`config.mk`:
```
export PLATFORM = sky130hd
export DESIGN_NAME = otf_select
export DESIGN_NICKNAME = d
export VERILOG_FILES = /design/src/otf_pkg.sv /design/src/otf_pulse.sv /design/src/otf_prewarn.sv /design/src/otf_select.sv
export SDC_FILE = /design/constraint.sdc
export NUM_CORES = 1
export LEC_CHECK = 0
export ABC_AREA = 1
export ABC_CLOCK_PERIOD_IN_PS = 2510
export BUFFER_PORTS_ARGS = -buffer_cell sky130_fd_sc_hd__buf_2
export CAP_MARGIN = 20
export CORE_AREA = 4 4 216 218
export CTS_BUF_LIST = sky130_fd_sc_hd__clkbuf_4 sky130_fd_sc_hd__clkbuf_8 sky130_fd_sc_hd__clkbuf_16
export DETAILED_ROUTE_END_ITERATION = 12
export DIE_AREA = 0 0 220 222
export GPL_ROUTABILITY_DRIVEN = 0
export GPL_TIMING_DRIVEN = 0
export PLACE_DENSITY_LB_ADDON = 0.12
export SETUP_SLACK_MARGIN = 0.3
export SYNTH_ARGS = -nofsm -noshare
export SYNTH_HDL_FRONTEND = slang
export SYNTH_HIERARCHICAL = 1
export SYNTH_SLANG_ARGS = --single-unit
```
`constraint.sdc`:
```
create_clock -name CLK_SYS_I -period 2.51 [get_ports CLK_SYS_I]
set_clock_uncertainty 0.1 [all_clocks]
set_input_delay 0.251 -clock CLK_SYS_I [delete_from_list [all_inputs] [get_ports CLK_SYS_I]]
set_output_delay 0.251 -clock CLK_SYS_I [all_outputs]
set_load 0.02 [all_outputs]
```
`src/otf_pkg.sv`:
```
// Purpose: Shared constants for the output terminal function selector.
// Assumes: 20 MHz system clock, five digital output terminals.
// Notes:   Function codes 0 to 18 are handled; others read as no output.
package otf_pkg;

   // -------------------------------------------------------------------
   // Sizes and clock
   // -------------------------------------------------------------------
   localparam int          TERMINALS    = 5;
   localparam int          CODE_W       = 6;
   localparam int          DATA_W       = 32;
   localparam longint      CLK_HZ       = 20000000;

   // -------------------------------------------------------------------
   // Timing
   // -------------------------------------------------------------------
   localparam longint      PULSE_MS     = 250;
   localparam longint      PULSE_CYCLES = (PULSE_MS * CLK_HZ) / 1000;
   localparam longint      PREWARN_S    = 10;
   localparam longint      MS_CYCLES    = CLK_HZ / 1000;

   // -------------------------------------------------------------------
   // Function codes
   // -------------------------------------------------------------------
   localparam logic [5:0]  FN_NONE      = 6'h00;
   localparam logic [5:0]  FN_RUN       = 6'h01;
   localparam logic [5:0]  FN_FAULT     = 6'h02;
   localparam logic [5:0]  FN_FDT       = 6'h03;
   localparam logic [5:0]  FN_FREACH    = 6'h04;
   localparam logic [5:0]  FN_ZERO      = 6'h05;
   localparam logic [5:0]  FN_MOT_OL    = 6'h06;
   localparam logic [5:0]  FN_DRV_OL    = 6'h07;
   localparam logic [5:0]  FN_SET_CNT   = 6'h08;
   localparam logic [5:0]  FN_DES_CNT   = 6'h09;
   localparam logic [5:0]  FN_LENGTH    = 6'h0a;
   localparam logic [5:0]  FN_CYCLE     = 6'h0b;
   localparam logic [5:0]  FN_RUNTIME   = 6'h0c;
   localparam logic [5:0]  FN_FLIMIT    = 6'h0d;
   localparam logic [5:0]  FN_TLIMIT    = 6'h0e;
   localparam logic [5:0]  FN_READY     = 6'h0f;
   localparam logic [5:0]  FN_AI_CMP    = 6'h10;
   localparam logic [5:0]  FN_UPPER     = 6'h11;
   localparam logic [5:0]  FN_LOWER     = 6'h12;

   // -------------------------------------------------------------------
   // Reset values of the terminal selections
   // -------------------------------------------------------------------
   localparam logic [5:0]  RST_CODE     = 6'h00;

endpackage : otf_pkg

```
`src/otf_pulse.sv`:
```
// Purpose: Stretches a one-cycle event into a fixed-width pulse.
// Assumes: Event input is synchronous to the system clock.
// Notes:   A new event during a pulse restarts the full width.
`timescale 1ns/1ps
`default_nettype none
module otf_pulse #(
   parameter int unsigned WIDTH = 5000000
) (
   input  wire logic clk_i,
   input  wire logic rst_n_i,
   input  wire logic event_i,
   output logic      pulse_o
);

   logic [31:0] count;
   logic [31:0] next_count;

   // -------------------------------------------------------------------
   // Down counter holds the pulse high for WIDTH cycles.
   // -------------------------------------------------------------------
   always_comb begin
      next_count = count;
      if (event_i) begin
         next_count = WIDTH;
      end else if (count != 32'h0000_0000) begin
         next_count = count - 32'h0000_0001;
      end
   end

   // Registers the counter.
   always_ff @(posedge clk_i or negedge rst_n_i) begin
      if (!rst_n_i) begin
         count <= 32'h0000_0000;
      end else begin
         count <= next_count;
      end
   end

   assign pulse_o = (count != 32'h0000_0000);

endmodule : otf_pulse
`default_nettype wire

```
`src/otf_prewarn.sv`:
```
// Purpose: Raises a warning a fixed lead time before overload protection.
// Assumes: Remaining time to protection counts down in milliseconds.
// Notes:   Warning holds while the drive is in overload accumulation.
`timescale 1ns/1ps
`default_nettype none
module otf_prewarn #(
   parameter int unsigned LEAD_MS = 10000
) (
   input  wire logic        clk_i,
   input  wire logic        rst_n_i,
   input  wire logic        active_i,
   input  wire logic [31:0] remain_ms_i,
   output logic             warn_o
);

   logic warn;
   logic next_warn;

   // -------------------------------------------------------------------
   // Warn once the remaining time falls to the lead time or below.
   // -------------------------------------------------------------------
   always_comb begin
      next_warn = active_i && (remain_ms_i <= LEAD_MS);
   end

   // Registers the warning.
   always_ff @(posedge clk_i or negedge rst_n_i) begin
      if (!rst_n_i) begin
         warn <= 1'b0;
      end else begin
         warn <= next_warn;
      end
   end

   assign warn_o = warn;

endmodule : otf_prewarn
`default_nettype wire

```
`src/otf_select.sv`:
```
// Purpose: Maps drive status conditions onto five digital output terminals.
// Assumes: All status inputs come from logic on the system clock.
// Notes:   Each terminal has its own function code; outputs are registered.
`timescale 1ns/1ps
`default_nettype none

// Function
// - Five terminals, each with own selection code
// - Code 0 holds terminal OFF
// - Code 1 ON while running, zero included
// - Code 2 ON after fault stop
// - Code 5 ON running at zero frequency
// - Code 6 ON above motor overload threshold
// - Code 7 ON ten seconds before overload
// - Code 8 ON when count reaches set
// - Code 9 ON when count reaches designated
// - Code 10 ON when length exceeds setting
// - Code 11 gives 250 ms cycle pulse
// - Code 12 ON beyond running time threshold
// - Code 13 ON when frequency limited
// - Code 14 ON with torque limit stall
// - Code 15 ON when ready to run
// - Code 16 ON when input one exceeds two
// - Code 17 ON at frequency upper limit
// - Code 18 ON at lower limit, OFF stopped
module otf_select #(
   parameter int unsigned PULSE_CYCLES = 32'(otf_pkg::PULSE_CYCLES),
   parameter int unsigned PREWARN_MS   = 32'(otf_pkg::PREWARN_S * 1000)
) (
   input  wire logic        CLK_SYS_I,
   input  wire logic        RST_N_I,
   // Function selection, one code per terminal.
   input  wire logic [5:0]  SEL_COLLECTOR_TWO_I,
   input  wire logic [5:0]  SEL_RELAY_ONE_I,
   input  wire logic [5:0]  SEL_RELAY_TWO_I,
   input  wire logic [5:0]  SEL_COLLECTOR_ONE_I,
   input  wire logic [5:0]  SEL_COLLECTOR_THREE_I,
   // Drive state.
   input  wire logic        RUNNING_I,
   input  wire logic        FAULT_STOP_I,
   input  wire logic        READY_I,
   input  wire logic        SPEED_MODE_I,
   input  wire logic        TORQUE_AT_LIMIT_I,
   input  wire logic        FREQ_LEVEL_DETECT_ONE_I,
   input  wire logic        FREQ_REACHED_I,
   input  wire logic        CYCLE_DONE_I,
   input  wire logic        DRIVE_OL_ACTIVE_I,
   input  wire logic [31:0] DRIVE_OL_REMAIN_MS_I,
   // Quantities and their thresholds.
   input  wire logic [31:0] OUT_FREQ_I,
   input  wire logic [31:0] SET_FREQ_I,
   input  wire logic [31:0] FREQ_UPPER_I,
   input  wire logic [31:0] FREQ_LOWER_I,
   input  wire logic [31:0] MOTOR_LOAD_I,
   input  wire logic [31:0] MOTOR_OVERLOAD_PARAM_I,
   input  wire logic [31:0] COUNT_VALUE_I,
   input  wire logic [31:0] SET_COUNT_TARGET_I,
   input  wire logic [31:0] DESIGNATED_COUNT_TARGET_I,
   input  wire logic [31:0] ACTUAL_LENGTH_I,
   input  wire logic [31:0] LENGTH_SETTING_I,
   input  wire logic [31:0] RUN_TIME_I,
   input  wire logic [31:0] RUNNING_TIME_THRESHOLD_I,
   input  wire logic [31:0] ANALOG_INPUT_ONE_I,
   input  wire logic [31:0] ANALOG_INPUT_TWO_I,
   // Terminals.
   output logic             COLLECTOR_OUTPUT_TWO_O,
   output logic             RELAY_ONE_O,
   output logic             RELAY_TWO_O,
   output logic             COLLECTOR_OUTPUT_ONE_O,
   output logic             COLLECTOR_OUTPUT_THREE_O,
   output logic             STALL_PROTECT_O
);

   localparam int N = otf_pkg::TERMINALS;

   logic [5:0]   sel [N];
   logic [N-1:0] term;
   logic [N-1:0] next_term;
   logic         stall;
   logic         next_stall;
   logic         cycle_pulse;
   logic         drive_warn;
   logic         freq_limited;
   logic         at_upper;
   logic         at_lower;

   // -------------------------------------------------------------------
   // Terminal selection table
   // -------------------------------------------------------------------

   // Collects the five selections into one indexed table.
   assign sel[0] = SEL_COLLECTOR_TWO_I;
   assign sel[1] = SEL_RELAY_ONE_I;
   assign sel[2] = SEL_RELAY_TWO_I;
   assign sel[3] = SEL_COLLECTOR_ONE_I;
   assign sel[4] = SEL_COLLECTOR_THREE_I;

   // -------------------------------------------------------------------
   // Derived conditions
   // -------------------------------------------------------------------

   // Limit reached means the running frequency sits at or past the limit.
   assign at_upper = RUNNING_I && (OUT_FREQ_I >= FREQ_UPPER_I);
   assign at_lower = RUNNING_I && (OUT_FREQ_I <= FREQ_LOWER_I);

   // Set point outside the limits and output pinned at that limit.
   assign freq_limited = ((SET_FREQ_I > FREQ_UPPER_I) && at_upper) ||
                         ((SET_FREQ_I < FREQ_LOWER_I) && at_lower);

   // Stretches each program cycle completion into one fixed pulse.
   otf_pulse #(
      .WIDTH   (PULSE_CYCLES)
   ) u_cycle_pulse (
      .clk_i   (CLK_SYS_I),
      .rst_n_i (RST_N_I),
      .event_i (CYCLE_DONE_I),
      .pulse_o (cycle_pulse)
   );

   // Warns the lead time ahead of drive overload protection.
   otf_prewarn #(
      .LEAD_MS     (PREWARN_MS)
   ) u_prewarn (
      .clk_i       (CLK_SYS_I),
      .rst_n_i     (RST_N_I),
      .active_i    (DRIVE_OL_ACTIVE_I),
      .remain_ms_i (DRIVE_OL_REMAIN_MS_I),
      .warn_o      (drive_warn)
   );

   // -------------------------------------------------------------------
   // Function decode
   // -------------------------------------------------------------------

   // Returns the condition that a function code selects.
   function automatic logic decode(input logic [5:0] code);
      logic v;
      v = 1'b0;
      case (code)
         otf_pkg::FN_NONE:    v = 1'b0;
         otf_pkg::FN_RUN:     v = RUNNING_I;
         otf_pkg::FN_FAULT:   v = FAULT_STOP_I;
         otf_pkg::FN_FDT:     v = FREQ_LEVEL_DETECT_ONE_I;
         otf_pkg::FN_FREACH:  v = FREQ_REACHED_I;
         otf_pkg::FN_ZERO:
            v = RUNNING_I && (OUT_FREQ_I == 32'h0000_0000);
         otf_pkg::FN_MOT_OL:
            v = MOTOR_LOAD_I > MOTOR_OVERLOAD_PARAM_I;
         otf_pkg::FN_DRV_OL:  v = drive_warn;
         otf_pkg::FN_SET_CNT:
            v = COUNT_VALUE_I >= SET_COUNT_TARGET_I;
         otf_pkg::FN_DES_CNT:
            v = COUNT_VALUE_I >= DESIGNATED_COUNT_TARGET_I;
         otf_pkg::FN_LENGTH:
            v = ACTUAL_LENGTH_I > LENGTH_SETTING_I;
         otf_pkg::FN_CYCLE:   v = cycle_pulse;
         otf_pkg::FN_RUNTIME:
            v = RUN_TIME_I > RUNNING_TIME_THRESHOLD_I;
         otf_pkg::FN_FLIMIT:  v = freq_limited;
         otf_pkg::FN_TLIMIT:  v = stall;
         otf_pkg::FN_READY:   v = READY_I && !FAULT_STOP_I;
         otf_pkg::FN_AI_CMP:
            v = ANALOG_INPUT_ONE_I > ANALOG_INPUT_TWO_I;
         otf_pkg::FN_UPPER:   v = at_upper;
         otf_pkg::FN_LOWER:   v = at_lower;
         default:             v = 1'b0;
      endcase
      return v;
   endfunction : decode

   // -------------------------------------------------------------------
   // Next state
   // -------------------------------------------------------------------

   // Stall protection tracks the torque limit in speed mode; each
   // terminal takes the condition that its code selects.
   always_comb begin
      next_stall = RUNNING_I && SPEED_MODE_I && TORQUE_AT_LIMIT_I;
      for (int i = 0; i < N; i++) begin
         next_term[i] = decode(sel[i]);
      end
   end

   // -------------------------------------------------------------------
   // Registers
   // -------------------------------------------------------------------

   // Holds terminal and stall state; all OFF during reset.
   always_ff @(posedge CLK_SYS_I or negedge RST_N_I) begin
      if (!RST_N_I) begin
         term  <= '0;
         stall <= 1'b0;
      end else begin
         term  <= next_term;
         stall <= next_stall;
      end
   end

   // Drives the terminals from their registers.
   assign COLLECTOR_OUTPUT_TWO_O   = term[0];
   assign RELAY_ONE_O              = term[1];
   assign RELAY_TWO_O              = term[2];
   assign COLLECTOR_OUTPUT_ONE_O   = term[3];
   assign COLLECTOR_OUTPUT_THREE_O = term[4];
   assign STALL_PROTECT_O          = stall;

endmodule : otf_select
`default_nettype wire

```
Yosys cells after proc, flatten, opt, wreduce, memory -nomap -nowiden
Cells that the tools add are included.
{"block": "word_totals", "out_inout_bits": 6, "input_bits": 553, "wordCells": 127, "register_bits": 39}
{"block": "op_classes", "n_reduce_logical": 14, "mux": 7, "order_cmp": 11, "addsub": 1, "n_eq_ne": 90}
{"op": "6-bit by 4-bit == test with 1-bit output, second input constant", "n": 40}
{"op": "32-bit > comparator", "n": 5}
{"op": "6-bit by 3-bit == test with 1-bit output, second input constant", "n": 20}
{"op": "32-bit greater-or-equal comparator", "n": 3}
{"op": "6-bit by 5-bit == test with 1-bit output, second input constant", "n": 15}
{"op": "1-bit one-hot mux with 18 select lines", "n": 5}
{"op": "32-bit two-way mux", "n": 2}
{"op": "6-bit by 2-bit == test with 1-bit output, second input constant", "n": 10}
{"op": "32-bit by 14-bit less-or-equal comparator with 1-bit output, second input constant", "n": 1}
{"op": "32-bit less-or-equal comparator", "n": 1}
{"op": "32-bit zero test", "n": 1}
{"op": "32-bit less-than comparator", "n": 1}
{"op": "32-bit nonzero test", "n": 1}
{"op": "32-bit by 1-bit subtractor with 32-bit output, second input constant", "n": 1}
{"op": "6-bit by 1-bit == test with 1-bit output, second input constant", "n": 5}
{"op": "1-bit logical AND", "n": 9}
{"op": "2-bit nonzero test", "n": 1}
{"op": "1-bit zero test", "n": 1}
{"op": "1-bit logical OR", "n": 1}

Depth between registers and ports, before layout
Gate-level depths: netlist (run 1).
{"block": "depth", "word_depth": 5, "ltp_mapped": 20, "mapped_depth_nobuf": 20}

By module
The synthesis (run 1) kept the hierarchy.
{"module": "otf_select", "seq_area_each_um2": 150.1, "area_each_um2": 9943.3, "cells_per_inst": 1664, "instances": 1}
{"module": "otf_pulse", "seq_area_each_um2": 800.8, "area_each_um2": 2075.7, "cells_per_inst": 309, "instances": 1}
{"module": "otf_prewarn", "seq_area_each_um2": 25.0, "area_each_um2": 220.2, "cells_per_inst": 47, "instances": 1}

Least setup slack after synthesis (run 1)
Ideal clock, no wire load.
{"block": "synth_path", "path_kind": "reg2reg", "start": "reg u_cycle_pulse.count[0]", "end": "reg term[1]", "path_slack_ps": 461, "n_path_buf": 0, "arrival_ps": 1830, "path_stages_with_launch": 16, "period_less_slack_ps": 2049, "cell_sequence": "dfrtp_1 > inv_1 > ha_1 > nand2_2 > nor2_8 > nand4_1 > inv_1 > o221ai_1 > nand2_1 > nand2_1 > a21oi_1 > nand2_1 > nor2_2 > nand2_1 > nor2_1 > nand2_1"}
{"block": "synth_between", "elab_chain_len": 2}
{"element": "start, declared", "line_no": "otf_pulse.sv:15", "text": "logic [31:0] count;"}
{"element": "start signal, assigned", "line_no": "otf_pulse.sv:35", "text": "count <= next_count;"}
{"element": "32-bit nonzero test", "line_no": "otf_pulse.sv:39", "text": "assign pulse_o = (count != 32'h0000_0000);"}
{"element": "via cycle_pulse", "line_no": "otf_select.sv:81", "text": "logic cycle_pulse;"}
{"element": "1-bit one-hot mux with 18 select lines", "line_no": "otf_select.sv:139", "text": "case (code)"}
{"element": "via next_term[1]", "line_no": "otf_select.sv:78", "text": "logic [N-1:0] next_term;"}
{"element": "end signal, assigned", "line_no": "otf_select.sv:194", "text": "term <= next_term;"}
{"element": "end, declared", "line_no": "otf_select.sv:77", "text": "logic [N-1:0] term;"}
The timed path passes the listed nets, and every way through them passes these cells.
A chain may end at the register's enable or synchronous reset.

Final worst setup path (run 1)
{"block": "layout_path", "start": "reg u_cycle_pulse.count[27]", "end": "reg term[0]"}
The elaborated chain is that of the path after synthesis.

==> results.py, run 1 <==
metrics = {
    "setup_path": {
        "path_max_fanout": 4,
        "endpoint_kind": "flip-flop",
        "reg2reg_slack_ps": 220,
        "critPathLaunchType": "flip-flop",
        "critical_path_class": "flip-flop to flip-flop",
        "worstReg2RegEnd": "term[0]$_DFF_PN0_",
        "critPathRequiredTime_ps": 2560,
        "critPathArrivalTime_ps": 2340,
        "reg2reg_depth": 14,
        "regToRegStartpoint": "u_cycle_pulse/count[27]$_DFFE_PN0P_",
        "crit_path_start": "u_cycle_pulse/count[27]$_DFFE_PN0P_",
    },
    "global_route": {
        "grt_antenna_before_repair": 26,
        "grt_usage_pct": 19.2,
        "overflow": 0,
        "grt_pass1_wl_microns": 75100,
        "grt_pass1_vias": 14824,
        "grt_max_degree": 40,
    },
    "sta": {
        "whs_ps": 11.0,
        "setup_viol_count_final": 0,
        "max_freq_ghz": 0.437,
        "fin_crit_sh_pct": 91.1,
        "finalMaxSlewViolations": 0,
        "setup_tns_ps": 0,
        "fin_crit_ps": 2290,
        "worst_pin_slew_ps": 927,
        "grt_setup_unrepaired": "true",
        "maxSlewHeadroom_pct": 38.2,
        "hold_viol": 0,
    },
    "route": {
        "routed_wl_microns": 49900,
        "vias": 14697,
        "dr.pass1.iters": 6,
        "drtIter0Drc": 594,
        "wl_per_cell_microns": 15.4,
        "viasPerCell": 4.52,
        "route.detailed.drc": 0,
        "ant_nets": 0,
    },
    "logic_synthesis": {
        "yosysTopAreaCell": "ha_1",
        "post_synth.cell_area_avg_sq_um": 6.06,
        "syn_inst": 2020,
        "synth_area_leaders": "ha_1 33%, nand2_1 13%, inv_1 13%, nor2_1 8.7%, dfrtp_1 8.0%",
        "synth_cell_types": 46,
        "synth_fp_nets": 2893,
        "synth.ff_latch_count": 39,
        "syn_area_sq_um": 12200,
        "synth_seq_area_share_pct": 7.97,
        "synth_top_area_share_pct": 32.7,
        "ys_warn_count": 6,
    },
    "final_layout": {
        "final_common_cell": "buf_2",
        "area_delta_synth_final_pct": 35.1,
        "drive_gt1_share_pct": 27.5,
        "fillers": 4976,
        "most-common-layout-cells": "557 x buf_2, 430 x nand2_1, 408 x inv_1",
        "multiInputGateArea_sq_um": 9750,
        "layout.nets": 3505,
        "seqCellArea_sq_um": 977,
    },
    "floorplanning": {
        "start_util_pct": 27.3,
        "die_y_microns": 222,
        "die_area_sq_um": 48800,
        "coreArea_sq_um": 44900,
        "die_w_microns": 220,
        "num_rows": 78,
        "io_pins": 559,
    },
    "cts": {
        "clockBufferDepth": 2,
        "clkTransAtPathRegs_ps": 60,
        "clkLatencyLatePin_ps": 280,
        "cts_tree": "yes",
        "cts_root_buf": "clkbuf_16",
        "cts.sinks": 39,
        "htree_levels": 2,
        "cts_made_buffers": 5,
        "cts_hold_buf": 0,
    },
    "run": {
        "cap_violations": 0,
    },
    "power": {
        "p_per_area_nw_per_um2": 212,
        "ir_drop_mv": 0.231,
        "p_leak_nw": 10.1,
    },
    "outcome": {
        "status": "finished, final reports clean",
    },
    "min_path": {
        "hold_class": "input port to asynchronous set/reset pin",
    },
    "placement": {
        "dp_hpwl_microns": 44800,
        "io_buffers": 557,
    },
}
==> cell usage after synthesis (all sizes together) <==
library cell / instances
clkinv: 1
and3: 1
a31oi: 1
nor3: 32
nor4: 11
xor2: 2
o31ai: 5
a21o: 6
nand3: 106
nand2: 456
and2: 2
nand4: 40
clkbuf: 4
o21a: 13
inv: 439
nor3b: 4
o221ai: 4
ha: 320
o211ai: 2
dfrtp: 39
o22ai: 4
nand3b: 5
o21bai: 8
o21ai: 51
a21oi: 165
buf: 1
or2: 3
nor2: 294
nor2b: 1
==> final cells by class <==
cell class,instances,share of cell area [%]
multi-input combinational,1536,59.0
timing repair buffer,605,19.2
inverter,440,10.0
sequential,39,5.91
tap,600,4.54
clock buffer,5,0.757
antenna,19,0.288
buffer,5,0.159
clock inverter,3,0.121
==> registers in the layout (all words and copies together) (netlist names) <==
register	cells
u_cycle_pulse/count	32
term	5
u_prewarn/warn_o	1
STALL_PROTECT_O	1
==> how the worst max path moves through the flow <==
| stage | end | slack [ps] | depth (start not counted) |
|---|---|---|---|
| detailed placement | term[0]$_DFF_PN0_ | -230 | 15 |
| floorplan | term[1]$_DFF_PN0_ | 460 | 15 |
| global placement | term[0]$_DFF_PN0_ | -250 | 15 |
| finish | term[0]$_DFF_PN0_ | 220 | 14 |
| CTS | term[0]$_DFF_PN0_ | 260 | 15 |
| global route | term[4]$_DFF_PN0_ | 100 | 14 |
==> repair_timing <==
action / in CTS / in global routing
gates resized for setup: 23 / 38
endpoints found under the setup margin: 5 / 24
pin swaps: 17 / 28
buffers inserted: 41 / 7
==> routing by layer <==
| metal | up-vias | GRT usage [%] | part of all wire, % |
|---|---|---|---|
| li1 | 7752 | - | - |
| met1 | 6420 | 22.4 | 41 |
| met2 | 444 | 35.8 | 50 |
| met3 | 67 | 3.32 | 7.0 |
| met4 | 14 | 4.78 | 1.9 |
| met5 | - | 0 | 0.18 |
==> cell families after synthesis <==
group	count (synthesis)	synth area share (%)
XOR/XNOR	2	0.143
AND/OR/NAND/NOR	955	33.9
AO/OA/AOI/OAI	259	11.5
buffers and inverters	445	13.7
adder cells (fa/ha/maj)	320	32.7
flip-flops	39	7.97
==> stage by stage <==
step	utilization, %	area [sq um]	setup slack [ps]	instances	power (mW)
2_1_floorplan	-	12200	461	2020	1.89
3_3_place_gp	35.1	15800	-254	3177	2.78
3_5_place_dp	35.1	15800	-232	3177	2.82
4_1_cts	36.3	16300	256	3226	3.51
5_1_grt	36.8	16500	95.6	3248	3.89
6_report	36.8	16500	223	3252	3.50
==> power by group <==
part           internal (mW)  switching, mW
sequential             0.656         0.0269
clock                  0.366          0.271
combinational          0.946           1.24
total                   1.97           1.54
==> worst max-delay path: stages, from the launching register on <==
cell and delay (ps):
dfrtp_1 410, nor2_2 130, nand2_1 130, nor2_2 160
nand4_1 220, inv_2 170, o221ai_1 140, nand2_1 80
nand2_1 50, a21oi_1 110, nand2_1 80, nor2_2 110
nand2_1 70, nor2_2 100, nand2_2 100
Power figures use the tool's default switching activity.
==> run 2, diff against run 1 <==
--- a/config.mk
+++ b/config.mk
@@ -9,13 +9,14 @@
 export ABC_CLOCK_PERIOD_IN_PS = 2510
 export BUFFER_PORTS_ARGS = -buffer_cell sky130_fd_sc_hd__buf_2
 export CAP_MARGIN = 20
-export CORE_AREA = 4 4 216 218
+export CORE_AREA = 2 2 220 222
 export CTS_BUF_LIST = sky130_fd_sc_hd__clkbuf_4 sky130_fd_sc_hd__clkbuf_8 sky130_fd_sc_hd__clkbuf_16
 export DETAILED_ROUTE_END_ITERATION = 12
-export DIE_AREA = 0 0 220 222
+export DIE_AREA = 0 0 222 224
 export GPL_ROUTABILITY_DRIVEN = 0
 export GPL_TIMING_DRIVEN = 0
 export PLACE_DENSITY_LB_ADDON = 0.12
+export RECOVER_POWER = 25
 export SETUP_SLACK_MARGIN = 0.3
 export SYNTH_ARGS = -nofsm -noshare
 export SYNTH_HDL_FRONTEND = slang
==> run 2 against run 1 <==
Compared with the run above:
- die area is 1.8% higher
- power is 6.1% higher
- combinational power hardly changed
- register-to-register slack better by 60 ps
- via count hardly changed
- largest cell class unchanged
==> results.py, run 2 (synthesized netlist as in run 1, its figures left out) <==
metrics = {
    "final_layout": {
        "layout.nets": 3493,
        "regMostFlops": "u_cycle_pulse/count",
        "top_regs": "u_cycle_pulse/count x32, term x5",
        "most-common-layout-cells": "556 x buf_2, 433 x nand2_1, 408 x inv_1",
        "area_delta_synth_final_pct": 34.3,
        "largest_reg_flops": 32,
        "final_area_sq_um": 16400,
        "final_common_cell": "buf_2",
        "drive_gt1_share_pct": 27.1,
    },
    "route": {
        "wl_per_cell_microns": 15.1,
        "routed_wl_microns": 49000,
        "vias": 14706,
        "ant_nets": 0,
        "viasPerCell": 4.52,
        "dr.pass1.iters": 7,
        "route.detailed.drc": 0,
        "drtIter0Drc": 552,
    },
    "placement": {
        "dpl_cell_area_sq_um": 15800,
        "pre_cts_ws_ps": -272,
        "io_buffers": 557,
        "dp_hpwl_microns": 44300,
    },
    "setup_path": {
        "critPathRequiredTime_ps": 2570,
        "slowest_stage": "dfrtp_1",
        "critical_path_class": "flip-flop to flip-flop",
        "path_max_fanout": 4,
        "endpoint_kind": "flip-flop",
        "reg2reg_slack_ps": 280,
        "critPathTopFamily": "simple AND/OR/NAND/NOR gates",
        "cp_num_buf_inv": 1,
        "critPathArrivalTime_ps": 2290,
        "crit_top_cell": "nand2_1",
        "critPathLaunchType": "flip-flop",
        "max_stage_delay_ps": 410,
        "path_cells": "nor2_2, nand2_2, nor2_8, nand4_1, inv_2, o221ai_1, nand2_1, nand2_1, a21oi_1, nand2_1, nor2_1, nand2_1, nor2_1, nand2_1",
    },
    "min_path": {
        "hold_class": "input port to asynchronous set/reset pin",
    },
    "run": {
        "cap_violations": 0,
    },
    "cts": {
        "clkTransAtPathRegs_ps": 60,
        "cts_hold_buf": 0,
        "cts_tree": "yes",
        "clkLatencyLatePin_ps": 280,
        "cts_root_buf": "clkbuf_16",
        "htree_levels": 2,
        "cts_made_buffers": 5,
        "clockBufferDepth": 2,
        "cts.sinks": 39,
    },
    "outcome": {
        "status": "finished, final reports clean",
    },
    "floorplanning": {
        "coreArea_sq_um": 47300,
        "die_w_microns": 222,
        "die_y_microns": 224,
        "start_util_pct": 25.9,
        "num_rows": 80,
        "io_pins": 559,
        "die_area_sq_um": 49700,
    },
    "sta": {
        "max_freq_ghz": 0.449,
        "worst_slack_ps": 284,
        "finalMaxSlewViolations": 0,
        "hold_viol": 0,
        "worst_pin_slew_ps": 1050,
        "maxSlewHeadroom_pct": 30.1,
        "fin_crit_sh_pct": 88.7,
        "fin_crit_ps": 2230,
        "setup_viol_count_final": 0,
        "grt_setup_unrepaired": "true",
    },
    "power": {
        "p_leak_nw": 10.1,
        "p_per_area_nw_per_um2": 226,
        "ir_drop_mv": 0.258,
    },
    "global_route": {
        "grt_pass1_wl_microns": 75400,
        "grt_usage_pct": 19.1,
        "grt_max_degree": 40,
        "grt_antenna_before_repair": 25,
        "grt_pass1_vias": 14512,
        "overflow": 0,
    },
}
[run 2: cell count changes in the layout (fill, tap and decap cells not counted), moves of 3 or more]
cell	previous run	this run
buf_4	40	36
buf_6	9	1
nand2_1	430	433
nand2_4	7	4
[run 2: worst paths after layout]
kind | cells after the start | to | start
worst max-delay path | 14 | term[0]$_DFF_PN0_ | u_cycle_pulse/count[4]$_DFFE_PN0P_
worst min-delay path | 1 | u_cycle_pulse/count[2]$_DFFE_PN0P_ | RST_N_I
worst max register to register | 14 | term[0]$_DFF_PN0_ | u_cycle_pulse/count[4]$_DFFE_PN0P_
worst min register to register | 3 | u_cycle_pulse/count[31]$_DFFE_PN0P_ | u_cycle_pulse/count[31]$_DFFE_PN0P_
max in group asynchronous | 1 | u_cycle_pulse/count[15]$_DFFE_PN0P_ | RST_N_I
min in group CLK_SYS_I | 2 | STALL_PROTECT_O$_DFF_PN0_ | SPEED_MODE_I
[run 2: worst register-to-register path: stages (launching register included)]
cell and delay, ps:
dfrtp_1 410, nor2_2 150, nand2_2 110, nor2_8 130, nand4_1 170, inv_2 180, o221ai_1 160, nand2_1 90
nand2_1 50, a21oi_1 110, nand2_1 60, nor2_1 120, nand2_1 70, nor2_1 100, nand2_1 80
[run 2: stage by stage]
| step | power (mW) | std cells | hold WS [ps] | TNS [ps] | util [%] |
|---|---|---|---|---|---|
| detailed placement | 2.82 | 3192 | 358 | -950 | 33.4 |
| finish | 3.72 | 3253 | 34.5 | 0 | 34.7 |
| CTS | 3.73 | 3229 | 54.2 | 0 | 34.4 |
| global placement | 2.78 | 3192 | 348 | -905 | 33.4 |
| global route | 4.10 | 3251 | 141 | 0 | 34.7 |
| floorplan | 1.89 | 2020 | -145 | 0 | - |
[run 2: per-layer routing]
layer	vias up	part of all wire, %	global-route usage [%]
met3	74	6.2	3.53
li1	7737	-	-
met4	18	2.7	6.23
met1	6408	42	22.4
met2	469	49	34.8
met5	-	0.21	0
[run 2: where the power goes]
group / switching, mW / internal [mW]
logic: 1.24 / 0.953
clock network: 0.260 / 0.581
registers: 0.0274 / 0.656
total: 1.53 / 2.19
[run 2: final cells by class]
type	count	area [sq um]
tap	615	769
fill	5370	30900
clock inverter	2	60.1
timing repair buffer	593	3060
antenna	17	42.5
buffer	5	26.3
inverter	440	1660
multi-input combinational	1536	9710
sequential	39	980
clock buffer	6	133
[run 2: what timing repair did]
action / 4_1_cts / 5_1_grt
endpoints found under the setup margin: 5 / 6
buffers inserted: 29 / 7
pin swaps: 24 / 13
gates resized for setup: 28 / 17
